`config.mk`:
```
export PLATFORM = sky130hd
export DESIGN_NAME = two_wire_bit_timing
export DESIGN_NICKNAME = d
export VERILOG_FILES = /design/src/hw/divider_lookup_rom.v /design/src/hw/two_wire_bit_timing.v
export VERILOG_INCLUDE_DIRS = /design/src /design/src/hw
export SDC_FILE = /design/constraint.sdc
export NUM_CORES = 1
export LEC_CHECK = 0
export BUFFER_PORTS_ARGS = -buffer_cell sky130_fd_sc_hd__buf_2
export CAP_MARGIN = 20
export CELL_PAD_IN_SITES_DETAIL_PLACEMENT = 1
export CELL_PAD_IN_SITES_GLOBAL_PLACEMENT = 1
export CORE_MARGIN = 10
export CORE_UTILIZATION = 40
export DETAILED_ROUTE_END_ITERATION = 8
export GPL_TIMING_DRIVEN = 0
export PLACE_DENSITY_LB_ADDON = 0.08
export SYNTH_ARGS = -nofsm -noshare
export SYNTH_HDL_FRONTEND = slang
export SYNTH_SLANG_ARGS = --single-unit
```
`constraint.sdc`:
```
create_clock -name clk_i -period 14.05 [get_ports clk_i]
set_input_delay 2.1075 -clock clk_i [delete_from_list [all_inputs] [get_ports clk_i]]
set_output_delay 2.1075 -clock clk_i [all_outputs]
set_load 0.02 [all_outputs]
```
`src/hw/two_wire_timing_defs.vh`:
```
`ifndef TWO_WIRE_TIMING_DEFS_VH
`define TWO_WIRE_TIMING_DEFS_VH

// ==========================================================================
// Widths
`define DIV_CODE_W     6
`define DIV_VALUE_W    16
`define FSR_W          6
`define CNT_W          17

// ==========================================================================
// Divider code fields
`define DC_BIT_HI      5
`define DC_BIT_LO      1
`define DC_EXP_MSB     4
`define DC_EXP_LSB     2

// ==========================================================================
// Timing constants in system clocks
`define HOLD_BASE      17'h00008
`define HOLD_UNIT      17'h00010
`define STOP_SETUP_MIN 17'h00004
`define START_HOLD_LIM 17'h00010
`define SYNC_STAGES    3
`define DIV_RESET_VAL  16'h0120

// ==========================================================================
// Commands
`define CMD_START      2'h0
`define CMD_BIT        2'h1
`define CMD_STOP       2'h2

// ==========================================================================
// Sequence modes
`define MODE_BIT       2'h0
`define MODE_RSTART    2'h1
`define MODE_STOP      2'h2

// ==========================================================================
// States
`define ST_IDLE        4'h0
`define ST_START       4'h1
`define ST_LOW         4'h2
`define ST_HIGH_WAIT   4'h3
`define ST_HIGH        4'h4
`define ST_PARK        4'h5
`define ST_RS_SETUP    4'h6
`define ST_STOP_SETUP  4'h7
`define ST_STOP_HIGH   4'h8

`endif
```
`src/hw/divider_lookup_rom.v`:
```
`timescale 1ns/1ps
`default_nettype none
`include "two_wire_timing_defs.vh"

module divider_lookup_rom (
  input  wire                      clk_i,
  input  wire                      nrst_i,
  input  wire [`DIV_CODE_W-1:0]    code_i,
  output reg  [`DIV_VALUE_W-1:0]   value_o
);

  // ==========================================================================
  // Registered table read
  always @(posedge clk_i or negedge nrst_i) begin
    if (!nrst_i) begin
      value_o <= `DIV_RESET_VAL;
    end else begin
      case (code_i)
        6'h00: value_o <= 16'h0120;
        6'h01: value_o <= 16'h0140;
        6'h02: value_o <= 16'h0180;
        6'h03: value_o <= 16'h01C0;
        6'h04: value_o <= 16'h0240;
        6'h05: value_o <= 16'h0280;
        6'h06: value_o <= 16'h0300;
        6'h07: value_o <= 16'h0380;
        6'h08: value_o <= 16'h0480;
        6'h09: value_o <= 16'h0500;
        6'h0A: value_o <= 16'h0600;
        6'h0B: value_o <= 16'h0700;
        6'h0C: value_o <= 16'h0900;
        6'h0D: value_o <= 16'h0A00;
        6'h0E: value_o <= 16'h0C00;
        6'h0F: value_o <= 16'h0E00;
        6'h10: value_o <= 16'h1200;
        6'h11: value_o <= 16'h1400;
        6'h12: value_o <= 16'h1800;
        6'h13: value_o <= 16'h1C00;
        6'h14: value_o <= 16'h2400;
        6'h15: value_o <= 16'h2800;
        6'h16: value_o <= 16'h3000;
        6'h17: value_o <= 16'h3800;
        6'h18: value_o <= 16'h4800;
        6'h19: value_o <= 16'h5000;
        6'h1A: value_o <= 16'h6000;
        6'h1B: value_o <= 16'h7000;
        6'h1C: value_o <= 16'h9000;
        6'h1D: value_o <= 16'hA000;
        6'h1E: value_o <= 16'hC000;
        6'h1F: value_o <= 16'hF000;
        6'h20: value_o <= 16'h00A0;
        6'h21: value_o <= 16'h00C0;
        6'h22: value_o <= 16'h00E0;
        6'h23: value_o <= 16'h0100;
        6'h24: value_o <= 16'h0140;
        6'h25: value_o <= 16'h0180;
        6'h26: value_o <= 16'h01E0;
        6'h27: value_o <= 16'h0200;
        6'h28: value_o <= 16'h0280;
        6'h29: value_o <= 16'h0300;
        6'h2A: value_o <= 16'h03C0;
        6'h2B: value_o <= 16'h0400;
        6'h2C: value_o <= 16'h0500;
        6'h2D: value_o <= 16'h0600;
        6'h2E: value_o <= 16'h0780;
        6'h2F: value_o <= 16'h0800;
        6'h30: value_o <= 16'h0A00;
        6'h31: value_o <= 16'h0C00;
        6'h32: value_o <= 16'h0F00;
        6'h33: value_o <= 16'h1000;
        6'h34: value_o <= 16'h1400;
        6'h35: value_o <= 16'h1800;
        6'h36: value_o <= 16'h1E00;
        6'h37: value_o <= 16'h2000;
        6'h38: value_o <= 16'h2800;
        6'h39: value_o <= 16'h3000;
        6'h3A: value_o <= 16'h3C00;
        6'h3B: value_o <= 16'h4000;
        6'h3C: value_o <= 16'h5000;
        6'h3D: value_o <= 16'h6000;
        6'h3E: value_o <= 16'h7800;
        default: value_o <= 16'h8000;
      endcase
    end
  end

endmodule

`default_nettype wire

```
`src/hw/two_wire_bit_timing.v`:
```
// Notes on behaviour
// - The divider value is looked up from a fixed 64-entry table by the divider code.
// - All six code bits index the table; the result drives every output timing except data hold, which decodes the code bits, and the qualifier delay.
// - A driven SCL stays low for at least half the divider value and high for the same.
// - Start hold is divider/16 halved until it falls below 16.
// - As master, SDA changes one data-hold time into the low phase, leaving the setup.
// - Repeated-start setup lasts the divider value plus the start hold time.
// - Stop setup lasts at least four system clocks.
// - Sampled SCL and SDA are delayed by twice the sample-rate field plus one clock.
// - Every divider-derived time is counted in system clocks.
// - The pins are only pulled low or released; pull-ups give the high level.
// - Each divider value gives its own bit rate even where input limits match.
`timescale 1ns/1ps
`default_nettype none
`include "two_wire_timing_defs.vh"

module two_wire_bit_timing #(
  parameter FSR_W = `FSR_W
) (
  input  wire                      clk_i,
  input  wire                      nrst_i,
  input  wire [`DIV_CODE_W-1:0]    divider_code_i,
  input  wire [FSR_W-1:0]          filter_sample_rate_i,
  input  wire                      cmd_valid_i,
  input  wire [1:0]                cmd_i,
  input  wire                      cmd_data_i,
  output wire                      cmd_ready_o,
  output reg                       done_o,
  output reg                       rx_bit_o,
  output reg                       rx_strobe_o,
  output reg                       start_det_o,
  output reg                       stop_det_o,
  output wire                      bus_owned_o,
  output wire [`DIV_VALUE_W-1:0]   divider_value_o,
  input  wire                      scl_i,
  output wire                      scl_o,
  output reg                       scl_oe_o,
  input  wire                      sda_i,
  output wire                      sda_o,
  output reg                       sda_oe_o,
  output reg                       scl_q_o,
  output reg                       sda_q_o
);

  localparam DLY_LEN = 2 * ((1 << FSR_W) - 1) + 1;

  // ==========================================================================
  // Timing functions
  function [`CNT_W-1:0] hold_time;
    input [`DIV_CODE_W-1:0] code;
    reg   [`CNT_W-1:0]      unit;
    reg   [2:0]             k;
    begin
      unit = `HOLD_UNIT << code[`DC_EXP_MSB:`DC_EXP_LSB];
      case ({code[`DC_BIT_HI], code[`DC_BIT_LO]})
        2'h2:    k = 3'h4;
        2'h3:    k = 3'h3;
        2'h0:    k = 3'h2;
        default: k = 3'h1;
      endcase
      hold_time = `HOLD_BASE + unit * {14'h0000, 3'h5 - k};
    end
  endfunction

  function [`CNT_W-1:0] start_hold;
    input [`DIV_VALUE_W-1:0] dv;
    reg   [`CNT_W-1:0]       q;
    integer                  i;
    begin
      q = {5'h00, dv[`DIV_VALUE_W-1:4]};
      for (i = 0; i < 12; i = i + 1) begin
        if (q >= `START_HOLD_LIM) begin
          q = q >> 1;
        end
      end
      start_hold = (q == 17'h00000) ? 17'h00001 : q;
    end
  endfunction

  function [`CNT_W-1:0] at_least;
    input [`CNT_W-1:0] a;
    input [`CNT_W-1:0] b;
    begin
      at_least = (a > b) ? a : b;
    end
  endfunction

  // ==========================================================================
  // Divider lookup
  wire [`DIV_VALUE_W-1:0] divider_value;

  divider_lookup_rom u_rom (
    .clk_i   (clk_i),
    .nrst_i  (nrst_i),
    .code_i  (divider_code_i),
    .value_o (divider_value)
  );

  assign divider_value_o = divider_value;

  wire [`CNT_W-1:0] half_cnt  = at_least({2'h0, divider_value[`DIV_VALUE_W-1:1]}, 17'h00001);
  wire [`CNT_W-1:0] hold_cnt  = hold_time(divider_code_i);
  wire [`CNT_W-1:0] shold_cnt = start_hold(divider_value);
  wire [`CNT_W-1:0] rs_cnt    = {1'b0, divider_value} + shold_cnt;
  wire [`CNT_W-1:0] stop_cnt  = at_least(half_cnt, `STOP_SETUP_MIN);
  wire [`CNT_W-1:0] chg_pt    = (hold_cnt < half_cnt) ? hold_cnt : half_cnt - 17'h00001;

  // ==========================================================================
  // Pin synchronisers
  reg [`SYNC_STAGES-1:0] scl_sync;
  reg [`SYNC_STAGES-1:0] sda_sync;
  reg                    scl_clean;
  reg                    sda_clean;

  always @(posedge clk_i or negedge nrst_i) begin
    if (!nrst_i) begin
      scl_sync  <= 3'h7;
      sda_sync  <= 3'h7;
      scl_clean <= 1'b1;
      sda_clean <= 1'b1;
    end else begin
      scl_sync <= {scl_sync[1:0], scl_i};
      sda_sync <= {sda_sync[1:0], sda_i};
      if (scl_sync[1] == scl_sync[2]) begin
        scl_clean <= scl_sync[2];
      end
      if (sda_sync[1] == sda_sync[2]) begin
        sda_clean <= sda_sync[2];
      end
    end
  end

  // ==========================================================================
  // Qualifying delay line
  reg [DLY_LEN-1:0] scl_dly;
  reg [DLY_LEN-1:0] sda_dly;

  genvar g;
  generate
    for (g = 0; g < DLY_LEN; g = g + 1) begin : g_dly
      wire scl_prev;
      wire sda_prev;
      if (g == 0) begin : g_head
        assign scl_prev = scl_clean;
        assign sda_prev = sda_clean;
      end else begin : g_tail
        assign scl_prev = scl_dly[g-1];
        assign sda_prev = sda_dly[g-1];
      end
      always @(posedge clk_i or negedge nrst_i) begin
        if (!nrst_i) begin
          scl_dly[g] <= 1'b1;
          sda_dly[g] <= 1'b1;
        end else begin
          scl_dly[g] <= scl_prev;
          sda_dly[g] <= sda_prev;
        end
      end
    end
  endgenerate

  wire [FSR_W:0] tap = {filter_sample_rate_i, 1'b0};

  always @(posedge clk_i or negedge nrst_i) begin
    if (!nrst_i) begin
      scl_q_o <= 1'b1;
      sda_q_o <= 1'b1;
    end else if (tap == {(FSR_W+1){1'b0}}) begin
      scl_q_o <= scl_clean;
      sda_q_o <= sda_clean;
    end else begin
      scl_q_o <= scl_dly[tap-1'b1];
      sda_q_o <= sda_dly[tap-1'b1];
    end
  end

  // ==========================================================================
  // Bus event detection on qualified signals
  reg scl_q_d;
  reg sda_q_d;

  always @(posedge clk_i or negedge nrst_i) begin
    if (!nrst_i) begin
      scl_q_d     <= 1'b1;
      sda_q_d     <= 1'b1;
      rx_bit_o    <= 1'b0;
      rx_strobe_o <= 1'b0;
      start_det_o <= 1'b0;
      stop_det_o  <= 1'b0;
    end else begin
      scl_q_d     <= scl_q_o;
      sda_q_d     <= sda_q_o;
      rx_strobe_o <= scl_q_o & ~scl_q_d;
      start_det_o <= scl_q_o & scl_q_d & sda_q_d & ~sda_q_o;
      stop_det_o  <= scl_q_o & scl_q_d & ~sda_q_d & sda_q_o;
      if (scl_q_o && !scl_q_d) begin
        rx_bit_o <= sda_q_o;
      end
    end
  end

  // ==========================================================================
  // Master sequencer
  reg [3:0]         state;
  reg [1:0]         mode;
  reg [`CNT_W-1:0]  cnt;
  reg               bit_val;

  assign scl_o       = 1'b0;
  assign sda_o       = 1'b0;
  assign cmd_ready_o = (state == `ST_IDLE) || (state == `ST_PARK);
  assign bus_owned_o = (state != `ST_IDLE);

  wire take = cmd_valid_i && cmd_ready_o;

  always @(posedge clk_i or negedge nrst_i) begin
    if (!nrst_i) begin
      state    <= `ST_IDLE;
      mode     <= `MODE_BIT;
      cnt      <= 17'h00000;
      bit_val  <= 1'b1;
      scl_oe_o <= 1'b0;
      sda_oe_o <= 1'b0;
      done_o   <= 1'b0;
    end else begin
      done_o <= 1'b0;
      cnt    <= cnt + 17'h00001;
      case (state)
        `ST_IDLE: begin
          scl_oe_o <= 1'b0;
          sda_oe_o <= 1'b0;
          if (take && cmd_i == `CMD_START) begin
            sda_oe_o <= 1'b1;
            cnt      <= 17'h00000;
            state    <= `ST_START;
          end
        end
        `ST_START: begin
          if (cnt >= shold_cnt - 17'h00001) begin
            scl_oe_o <= 1'b1;
            done_o   <= 1'b1;
            state    <= `ST_PARK;
          end
        end
        `ST_PARK: begin
          scl_oe_o <= 1'b1;
          if (take) begin
            cnt   <= 17'h00000;
            state <= `ST_LOW;
            case (cmd_i)
              `CMD_BIT: begin
                mode    <= `MODE_BIT;
                bit_val <= cmd_data_i;
              end
              `CMD_STOP: begin
                mode    <= `MODE_STOP;
                bit_val <= 1'b0;
              end
              default: begin
                mode    <= `MODE_RSTART;
                bit_val <= 1'b1;
              end
            endcase
          end
        end
        `ST_LOW: begin
          if (cnt == chg_pt) begin
            sda_oe_o <= ~bit_val;
          end
          if (cnt >= half_cnt - 17'h00001) begin
            scl_oe_o <= 1'b0;
            state    <= `ST_HIGH_WAIT;
          end
        end
        `ST_HIGH_WAIT: begin
          cnt <= 17'h00000;
          if (scl_q_o) begin
            case (mode)
              `MODE_RSTART: state <= `ST_RS_SETUP;
              `MODE_STOP:   state <= `ST_STOP_SETUP;
              default:      state <= `ST_HIGH;
            endcase
          end
        end
        `ST_HIGH: begin
          if (cnt >= half_cnt - 17'h00001) begin
            scl_oe_o <= 1'b1;
            done_o   <= 1'b1;
            state    <= `ST_PARK;
          end
        end
        `ST_RS_SETUP: begin
          if (cnt >= rs_cnt - 17'h00001) begin
            sda_oe_o <= 1'b1;
            cnt      <= 17'h00000;
            state    <= `ST_START;
          end
        end
        `ST_STOP_SETUP: begin
          if (cnt >= stop_cnt - 17'h00001) begin
            sda_oe_o <= 1'b0;
            cnt      <= 17'h00000;
            state    <= `ST_STOP_HIGH;
          end
        end
        `ST_STOP_HIGH: begin
          if (cnt >= half_cnt - 17'h00001) begin
            done_o <= 1'b1;
            state  <= `ST_IDLE;
          end
        end
        default: begin
          scl_oe_o <= 1'b0;
          sda_oe_o <= 1'b0;
          state    <= `ST_IDLE;
        end
      endcase
    end
  end

endmodule

`default_nettype wire

```
==> summary.md, run 1 <==
| Metric | Value |
|---|---|
| Synth cell types | `84` |
| Leakage | `7.526 nW` |
| Synth warn | `0` |
| Pwr Total | `around 2.4 mW` |
| Pre-antenna DRT Iters | `4` |
| Routability cong. | `about 0.9` |
| Final Hold Vio Count | `0` |
| Cts hold-fix bufs | `0` |
| Post-synthesis mux area share | `7.028%` |
| Layout cells sized above 1 | `a little under a third` |
| Clock latency on the worst-skew pair | `between 500 and 600 ps` |
| Main synth FF type | `dfstp_2` |
| Endpoint kind of the worst setup timing path | `flip-flop` |
| Arr. time, crit path | `around 10000 ps` |
| Fmax | `0.1063 GHz` |
| R2r setup slk | `about 4600 ps` |
| Hold path start | `g_dly[73].sda_prev$_DFF_PN1_` |
| #FFs+latches synth | `306` |
| Port Buffer Count | `39` |
| Power Density | `between 100 and 150 nW/um^2` |
| Initial detailed-routing violation count | `446` |
| RSZ-0062 raised after global routing | `false` |
| Outcome | `completed` |
| Setup-failing EPs final | `0` |
| Setup TNS | `0 ps` |
| Max Cap Viol | `0` |
| Hold path depth | `0` |
| R2R depth | `39` |
| Core footprint | `~38000 um^2` |
| Worst reg2reg startpoint | `u_rom.value_o[15]$_DFF_PN0_` |
| FILL cells | `around 4100` |
| Layout Cells excl Fill | `~1900` |
| Synth Area in Adders | `between 10% and 20%` |
| Nets | `1570` |
| Async set-reset flop share out of synthesis | `100.0%` |
| Final worst slack | `approximately 4600 ps` |
| TritonCTS clock tree | `done` |
| Final worst path period share | `66.96%` |
| WL/cell | `just under 20 um` |
| Post-place setup slack | `around 4600 ps` |
| Hold Path End | `g_dly[74].sda_prev$_DFF_PN1_` |
| DP Wirelength | `28030 um` |
| First-pass GRT wire length | `about 61000 um` |
| CTS resizes | `0` |
| Via density | `~5.2` |
| Critical Path Fanout Max | `10` |
| Area grow syn2layout | `13.12%` |
| ANT nets after route | `0` |
| DR vias | `10160` |
| CTS sink count | `306` |
| Synth Cell Area | `around 15000 um^2` |
| Post-Route WL | `38450 um` |
| CTS H-tree lvls | `1` |
| WP data required | `around 14000 ps` |
| Xor and xnor area share after synthesis | `under 10%` |
| Die Y | `216.2 um` |
| Post-synthesis sequential area ratio | `roughly 52%` |
| Critical setup path kind | `flip-flop to flip-flop` |
| Crit path time final | `between 9000 and 10000 ps` |
| Antenna violations before repair | `0` |
| Post-synthesis cell count | `approximately 1300` |
| Deepest clock path buffer count | `3` |
| Gr usage total | `16.39%` |
| Worst Tran Pin Value | `967.5 ps` |
| Worst r2r dst | `cnt[2]$_DFF_PN0_` |
| Compound-Gate Fraction of Synth Area | `between 10% and 20%` |
| Slew margin rel. | `35.50%` |
| Setup crit start kind | `flip-flop` |
| Pins Over Slew Limit | `0` |
| EDFF count, synth | `0` |
| Synth Area in Simple Gates | `between 10% and 20%` |
| Ant diodes | `0` |
| Initial core utilization | `roughly 41%` |
| Largest net degree at the start of global routing | `125` |
| DRC Markers | `0` |
| Largest family of logic cells by synthesized area | `adder cells` |
| Hold WC Path Type | `flip-flop to flip-flop` |
| CP max stage cell | `o21ai_1` |
| Syn avg cell area | `between 10 and 15 um^2` |
| Clk slew on worst S/H paths | `roughly 80 ps` |
| Grt ovf | `0` |
| CTS Buf Count | `31` |
| Placed insts | `1878` |
| Std cell rows | `a little over 70` |
| Root Driver | `clkbuf_16` |
| Vias in the first global route | `10900` |
| Worst vdd ir | `roughly 0.13 mV` |
| Hold WS | `330.3 ps` |
| Ports | `between 40 and 50` |
| Die X | `around 220 um` |
| Die ar. | `46750 um^2` |
| Post-CTS setup buffer count | `0` |
| Clk_skew | `roughly 22 ps` |
| CP peak stage delay | `570 ps` |
| Most numerous cell on the critical path | `clkbuf_1` |
how the worst max path moves through the flow:
stage / startpoint / endpoint / slack, ps / cells after the start
floorplan: divider_code_i[5] / sda_oe_o$_DFFE_PN0P_ / 6410 / 27
global placement: u_rom.value_o[15]$_DFF_PN0_ / cnt[3]$_DFF_PN0_ / 4570 / 39
detailed placement: u_rom.value_o[15]$_DFF_PN0_ / cnt[12]$_DFF_PN0_ / 4570 / 39
CTS: u_rom.value_o[15]$_DFF_PN0_ / cnt[12]$_DFF_PN0_ / 4520 / 39
global route: u_rom.value_o[15]$_DFF_PN0_ / cnt[4]$_DFF_PN0_ / 3760 / 39
finish: u_rom.value_o[15]$_DFF_PN0_ / cnt[2]$_DFF_PN0_ / 4640 / 39
power by group:
group	internal [mW]	switching, mW	leakage, nW
Sequential	0.958	0.0394	3.29
Clock	0.480	0.350	0.517
Combinational	0.237	0.379	3.72
Total	1.67	0.768	7.53
placed cells by master (no fill, tap or decap), drive strengths merged, types with 8 or more instances in the layout:
| cell type | n |
|---|---|
| a211oi | 15 |
| o21ai | 53 |
| o211ai | 10 |
| xnor2 | 28 |
| clkbuf | 80 |
| nand2 | 86 |
| nand3 | 37 |
| nor2b | 25 |
| a21oi | 75 |
| nor3 | 23 |
| ha | 141 |
| mux4 | 33 |
| buf | 61 |
| inv | 88 |
| clkinv | 8 |
| nand4 | 10 |
| mux2i | 26 |
| conb | 18 |
| nand2b | 12 |
| and3 | 14 |
| nor2 | 94 |
| dfstp | 267 |
| o21a | 14 |
| xor2 | 22 |
| a21o | 13 |
| fa | 8 |
| and2 | 10 |
| dfrtp | 39 |
synth_stat cells, drive strengths merged, types with 8 or more instances:
| master | n | area, um^2 |
|---|---|---|
| o211ai | 10 | 75.07 |
| and3 | 14 | 87.58 |
| mux4 | 33 | 743.2 |
| nand2b | 12 | 75.07 |
| mux2i | 26 | 260.3 |
| and2 | 10 | 65.07 |
| a21o | 13 | 97.59 |
| a21oi | 75 | 375.4 |
| nand3 | 37 | 185.2 |
| buf | 19 | 127.6 |
| o21ai | 53 | 280.3 |
| nor2 | 94 | 360.3 |
| clkbuf | 38 | 142.6 |
| nand4 | 10 | 62.56 |
| xor2 | 22 | 192.7 |
| inv | 83 | 311.6 |
| ha | 141 | 1764 |
| dfrtp | 39 | 975.9 |
| nand2 | 86 | 325.3 |
| dfstp | 267 | 7015 |
| fa | 8 | 160.2 |
| nor3 | 23 | 115.1 |
| o21a | 14 | 105.1 |
| a211oi | 15 | 112.6 |
| nor2b | 25 | 163.9 |
| xnor2 | 28 | 245.2 |
area by class of cell:
class | instances | area, um^2 | share of cell area (%)
tap | 511 | 639.4 | 3.670
buffer | 57 | 270.3 | 1.551
clock buffer | 42 | 877.1 | 5.035
multi-input combinational | 879 | 6883 | 39.51
sequential | 306 | 7991 | 45.87
inverter | 84 | 315.3 | 1.810
clock inverter | 16 | 168.9 | 0.9696
timing repair buffer | 42 | 275.3 | 1.580
stage by stage:
stage               util, %  instance area [um^2]
floorplan                 -                 15460
global placement      43.06                 16290
detailed placement    43.23                 16360
CTS                   45.99                 17410
global route          46.03                 17420
finish                46.03                 17420
kinds of logic after synthesis:
family | count (synthesis)
compound gates | 258
xor+xnor | 50
fa+ha+maj | 151
buf+inv | 141
flops | 306
mux | 66
other cells | 2
simple gates | 336
routing by layer:
layer / GRT usage [%] / wire length [um]
met5: 0 / 0
met4: 4.358 / 813
met3: 1.908 / 994
met2: 28.24 / 18980
met1: 21.43 / 17660
registers in the layout (all words and copies together) (netlist names), 2 cells and up:
name and flops:
cnt 17, g_dly.scl_prev 127, g_dly.sda_prev 127, mode 2, scl_sync 3, sda_sync 3
state 4, u_rom.value_o 11
critical path: cells and delay by family (launching register included):
| family | cells | cell delay [ps] |
|---|---|---|
| and+or+nand+nor | 13 | 2260 |
| DFF | 1 | 480 |
| adders and majority gates | 4 | 1130 |
| buffers and inverters | 7 | 1970 |
| xor gates and xnor gates | 1 | 100 |
| AOI/OAI and AO/OA | 14 | 3310 |
No activity file was read; power rests on OpenSTA's default activity.
==> inputs of run 2 (changes only) <==
==> constraint.sdc (replaced) <==
create_clock -name clk_i -period 8.52 [get_ports clk_i]
set_input_delay 1.278 -clock clk_i [delete_from_list [all_inputs] [get_ports clk_i]]
set_output_delay 1.278 -clock clk_i [all_outputs]
set_load 0.02 [all_outputs]
==> run 2 against run 1 <==
Compared with the run above: fmax rose by 17%; count of clock-buffer cells in the layout did not move; total power grew 66%.
==> summary.md, run 2 (same netlist as run 1, synthesis figures left out) <==
| Metric | Value |
|---|---|
| Outcome | `completed` |
| Endpoint kind of the worst setup timing path | `flip-flop` |
| Slew margin rel. | `35.20% (-0.31 points)` |
| Die ar. | `46750 um^2 (unchanged)` |
| Setup TNS | `0 ps (unchanged)` |
| Crit path max-delay family | `compound AO/OA/AOI/OAI gates` |
| Critical setup path kind | `flip-flop to flip-flop` |
| Setup crit start kind | `flip-flop` |
| Antenna violations before repair | `0 (unchanged)` |
| Pins Over Slew Limit | `0 (unchanged)` |
| Ports | `49 (unchanged)` |
| Leakage | `7.586 nW (+0.79%)` |
| CP startpoint | `u_rom.value_o[14]$_DFF_PN0_` |
| FILL cells | `4066 (+0.098%)` |
| Post-Route WL | `38510 um (+0.16%)` |
| Commonest non-fill, non-tap cell in the layout | `dfstp_2` |
| Grt ovf | `0 (unchanged)` |
| CTS Buf Count | `31 (unchanged)` |
| Vias in the first global route | `10890 (-0.046%)` |
| Root Driver | `clkbuf_16` |
| Clk_skew | `20.62 ps (-0.9589 ps)` |
| Worst vdd ir | `0.2184 mV (+65%)` |
| Initial core utilization | `40.69% (unchanged)` |
| Gr usage total | `16.39% (unchanged)` |
| TritonCTS clock tree | `done` |
| ANT nets after route | `0 (unchanged)` |
| Post-place setup slack | `-956.5 ps (-5530 ps)` |
| Via density | `5.224 (-0.41%)` |
| Worst r2r dst | `cnt[12]$_DFF_PN0_` |
| WP data required | `8970 ps (-5520 ps)` |
| Hold path depth | `0 (unchanged)` |
| Port Buffer Count | `39 (unchanged)` |
| Std cell rows | `71 (unchanged)` |
| Crit path time final | `8031 ps (-1376 ps)` |
| CTS H-tree lvls | `1 (unchanged)` |
| Arr. time, crit path | `8490 ps (-1350 ps)` |
| RSZ-0062 raised after global routing | `false` |
| Hold WS | `331.7 ps (+1.433 ps)` |
| First-pass GRT wire length | `61420 um (about the same)` |
| DP Wirelength | `28030 um (unchanged)` |
| Final worst path period share | `94.26% (+27 points)` |
| Worst reg2reg startpoint | `u_rom.value_o[14]$_DFF_PN0_` |
| Max Cap Viol | `0 (unchanged)` |
| Routability cong. | `0.8837 (unchanged)` |
| Layout cells sized above 1 | `32.17% (+1.6 points)` |
| CP Buf/Inv Count | `7 (unchanged)` |
| CP peak stage delay | `460 ps (-110 ps)` |
| Worst Tran Pin Value | `972.1 ps (+4.591 ps)` |
| Final worst slack | `488.8 ps (-4154 ps)` |
| DR vias | `10160 (-0.049%)` |
| Placed insts | `1878 (unchanged)` |
| R2R depth | `39 (unchanged)` |
| Initial detailed-routing violation count | `433 (-2.9%)` |
| Fmax | `0.1245 GHz (+17%)` |
| Area grow syn2layout | `13.90%` |
| Comb pwr share | `25.9% (+0.7 points)` |
| Layout Cells excl Fill | `1944 (+0.36%)` |
| Share of power burned in registers | `40.5% (-0.3 points)` |
| Ant diodes | `0 (unchanged)` |
| Die X | `216.2 um (unchanged)` |
| Clock latency on the worst-skew pair | `590 ps (about the same)` |
| Clock power frac | `33.7% (-0.3 points)` |
| Core footprint | `37840 um^2 (unchanged)` |
| Final Hold Vio Count | `0 (unchanged)` |
| CP max stage cell | `dfrtp_2` |
| DRC Markers | `0 (unchanged)` |
| Nets | `1577 (+0.45%)` |
| Hold Path End | `g_dly[74].sda_prev$_DFF_PN1_` |
| CTS sink count | `306 (unchanged)` |
| Power Density | `231.6 nW/um^2 (+65%)` |
| Largest net degree at the start of global routing | `125 (unchanged)` |
| Most frequent cells in the layout | `dfstp_2, ha_1, nor2_1` |
| Sw frac | `31.37% (-0.066 points)` |
| Die Y | `216.2 um (unchanged)` |
| Cts hold-fix bufs | `0 (unchanged)` |
| Pre-antenna DRT Iters | `4 (unchanged)` |
| Pint | `2.788 mW (+66%)` |
| Critical Path Fanout Max | `10 (unchanged)` |
| P_sw | `1.274 mW (+66%)` |
| WL/cell | `19.81 um (-0.20%)` |
| Clk slew on worst S/H paths | `80 ps (about the same)` |
| Setup-failing EPs final | `0 (unchanged)` |
| R2r setup slk | `490 ps (-4150 ps)` |
| WP depth | `39 (unchanged)` |
| Hold WC Path Type | `flip-flop to flip-flop` |
| Pwr Total | `4.062 mW (+66%)` |
| Hold path start | `g_dly[73].sda_prev$_DFF_PN1_` |
| Deepest clock path buffer count | `3 (unchanged)` |
-- run 2: cell count changes in the layout (fill, tap and decap cells not counted), moves of 3 or more --
cell	previous run	this run
buf_4	8	16
clkbuf_1	43	37
a21oi_1	75	72
a21oi_2	0	3
clkbuf_2	0	3
-- run 2: metrics by stage --
stage,instance area (um^2),utilization (%)
2_1_floorplan,15460,-
3_3_place_gp,16290,43.06
3_5_place_dp,16360,43.23
4_1_cts,17430,46.07
5_1_grt,17540,46.35
6_report,17540,46.35
-- run 2: timing repair --
| action | 4_1_cts | 5_1_grt |
|---|---|---|
| endpoints found under the setup margin | 22 | 22 |
| pin swaps | 0 | 5 |
| gates resized for setup | 11 | 16 |
| setup buffers | 0 | 7 |
-- run 2: final cells by class --
| type | instances | area [um^2] | area share (%) |
|---|---|---|---|
| clock inverter | 16 | 168.9 | 0.9630 |
| multi-input combinational | 879 | 6933 | 39.52 |
| inverter | 84 | 315.3 | 1.798 |
| clock buffer | 42 | 877.1 | 5.000 |
| timing repair buffer | 50 | 332.8 | 1.897 |
| tap | 511 | 639.4 | 3.645 |
| buffer | 56 | 280.3 | 1.598 |
| sequential | 306 | 7994 | 45.57 |
-- run 2: how the worst max path moves through the flow --
stage                         to  slack (ps)
3_3_place_gp    cnt[3]$_DFF_PN0_        -960
2_1_floorplan  cnt[10]$_DFF_PN0_        1250
6_report       cnt[12]$_DFF_PN0_         490
3_5_place_dp   cnt[12]$_DFF_PN0_        -960
4_1_cts        cnt[12]$_DFF_PN0_          20
5_1_grt         cnt[4]$_DFF_PN0_           1
-- run 2: power by group through the flow --
stage	logic, mW	clock network, mW	registers (mW)
2_1_floorplan	0.706	0	1.66
3_3_place_gp	1.00	0	1.66
3_5_place_dp	1.02	0	1.66
4_1_cts	1.03	1.41	1.65
5_1_grt	1.19	1.47	1.66
6_report	1.05	1.37	1.64
-- run 2: per-layer routing --
layer | routed length (um) | part of all wire, % | GRT usage (%) | up-vias
li1 | - | - | - | 4803
met1 | 17630 | 46 | 21.44 | 5180
met2 | 18970 | 49 | 28.17 | 116
met3 | 992 | 2.6 | 1.908 | 57
met4 | 909 | 2.4 | 4.474 | 0
met5 | 0 | 0 | 0 | -
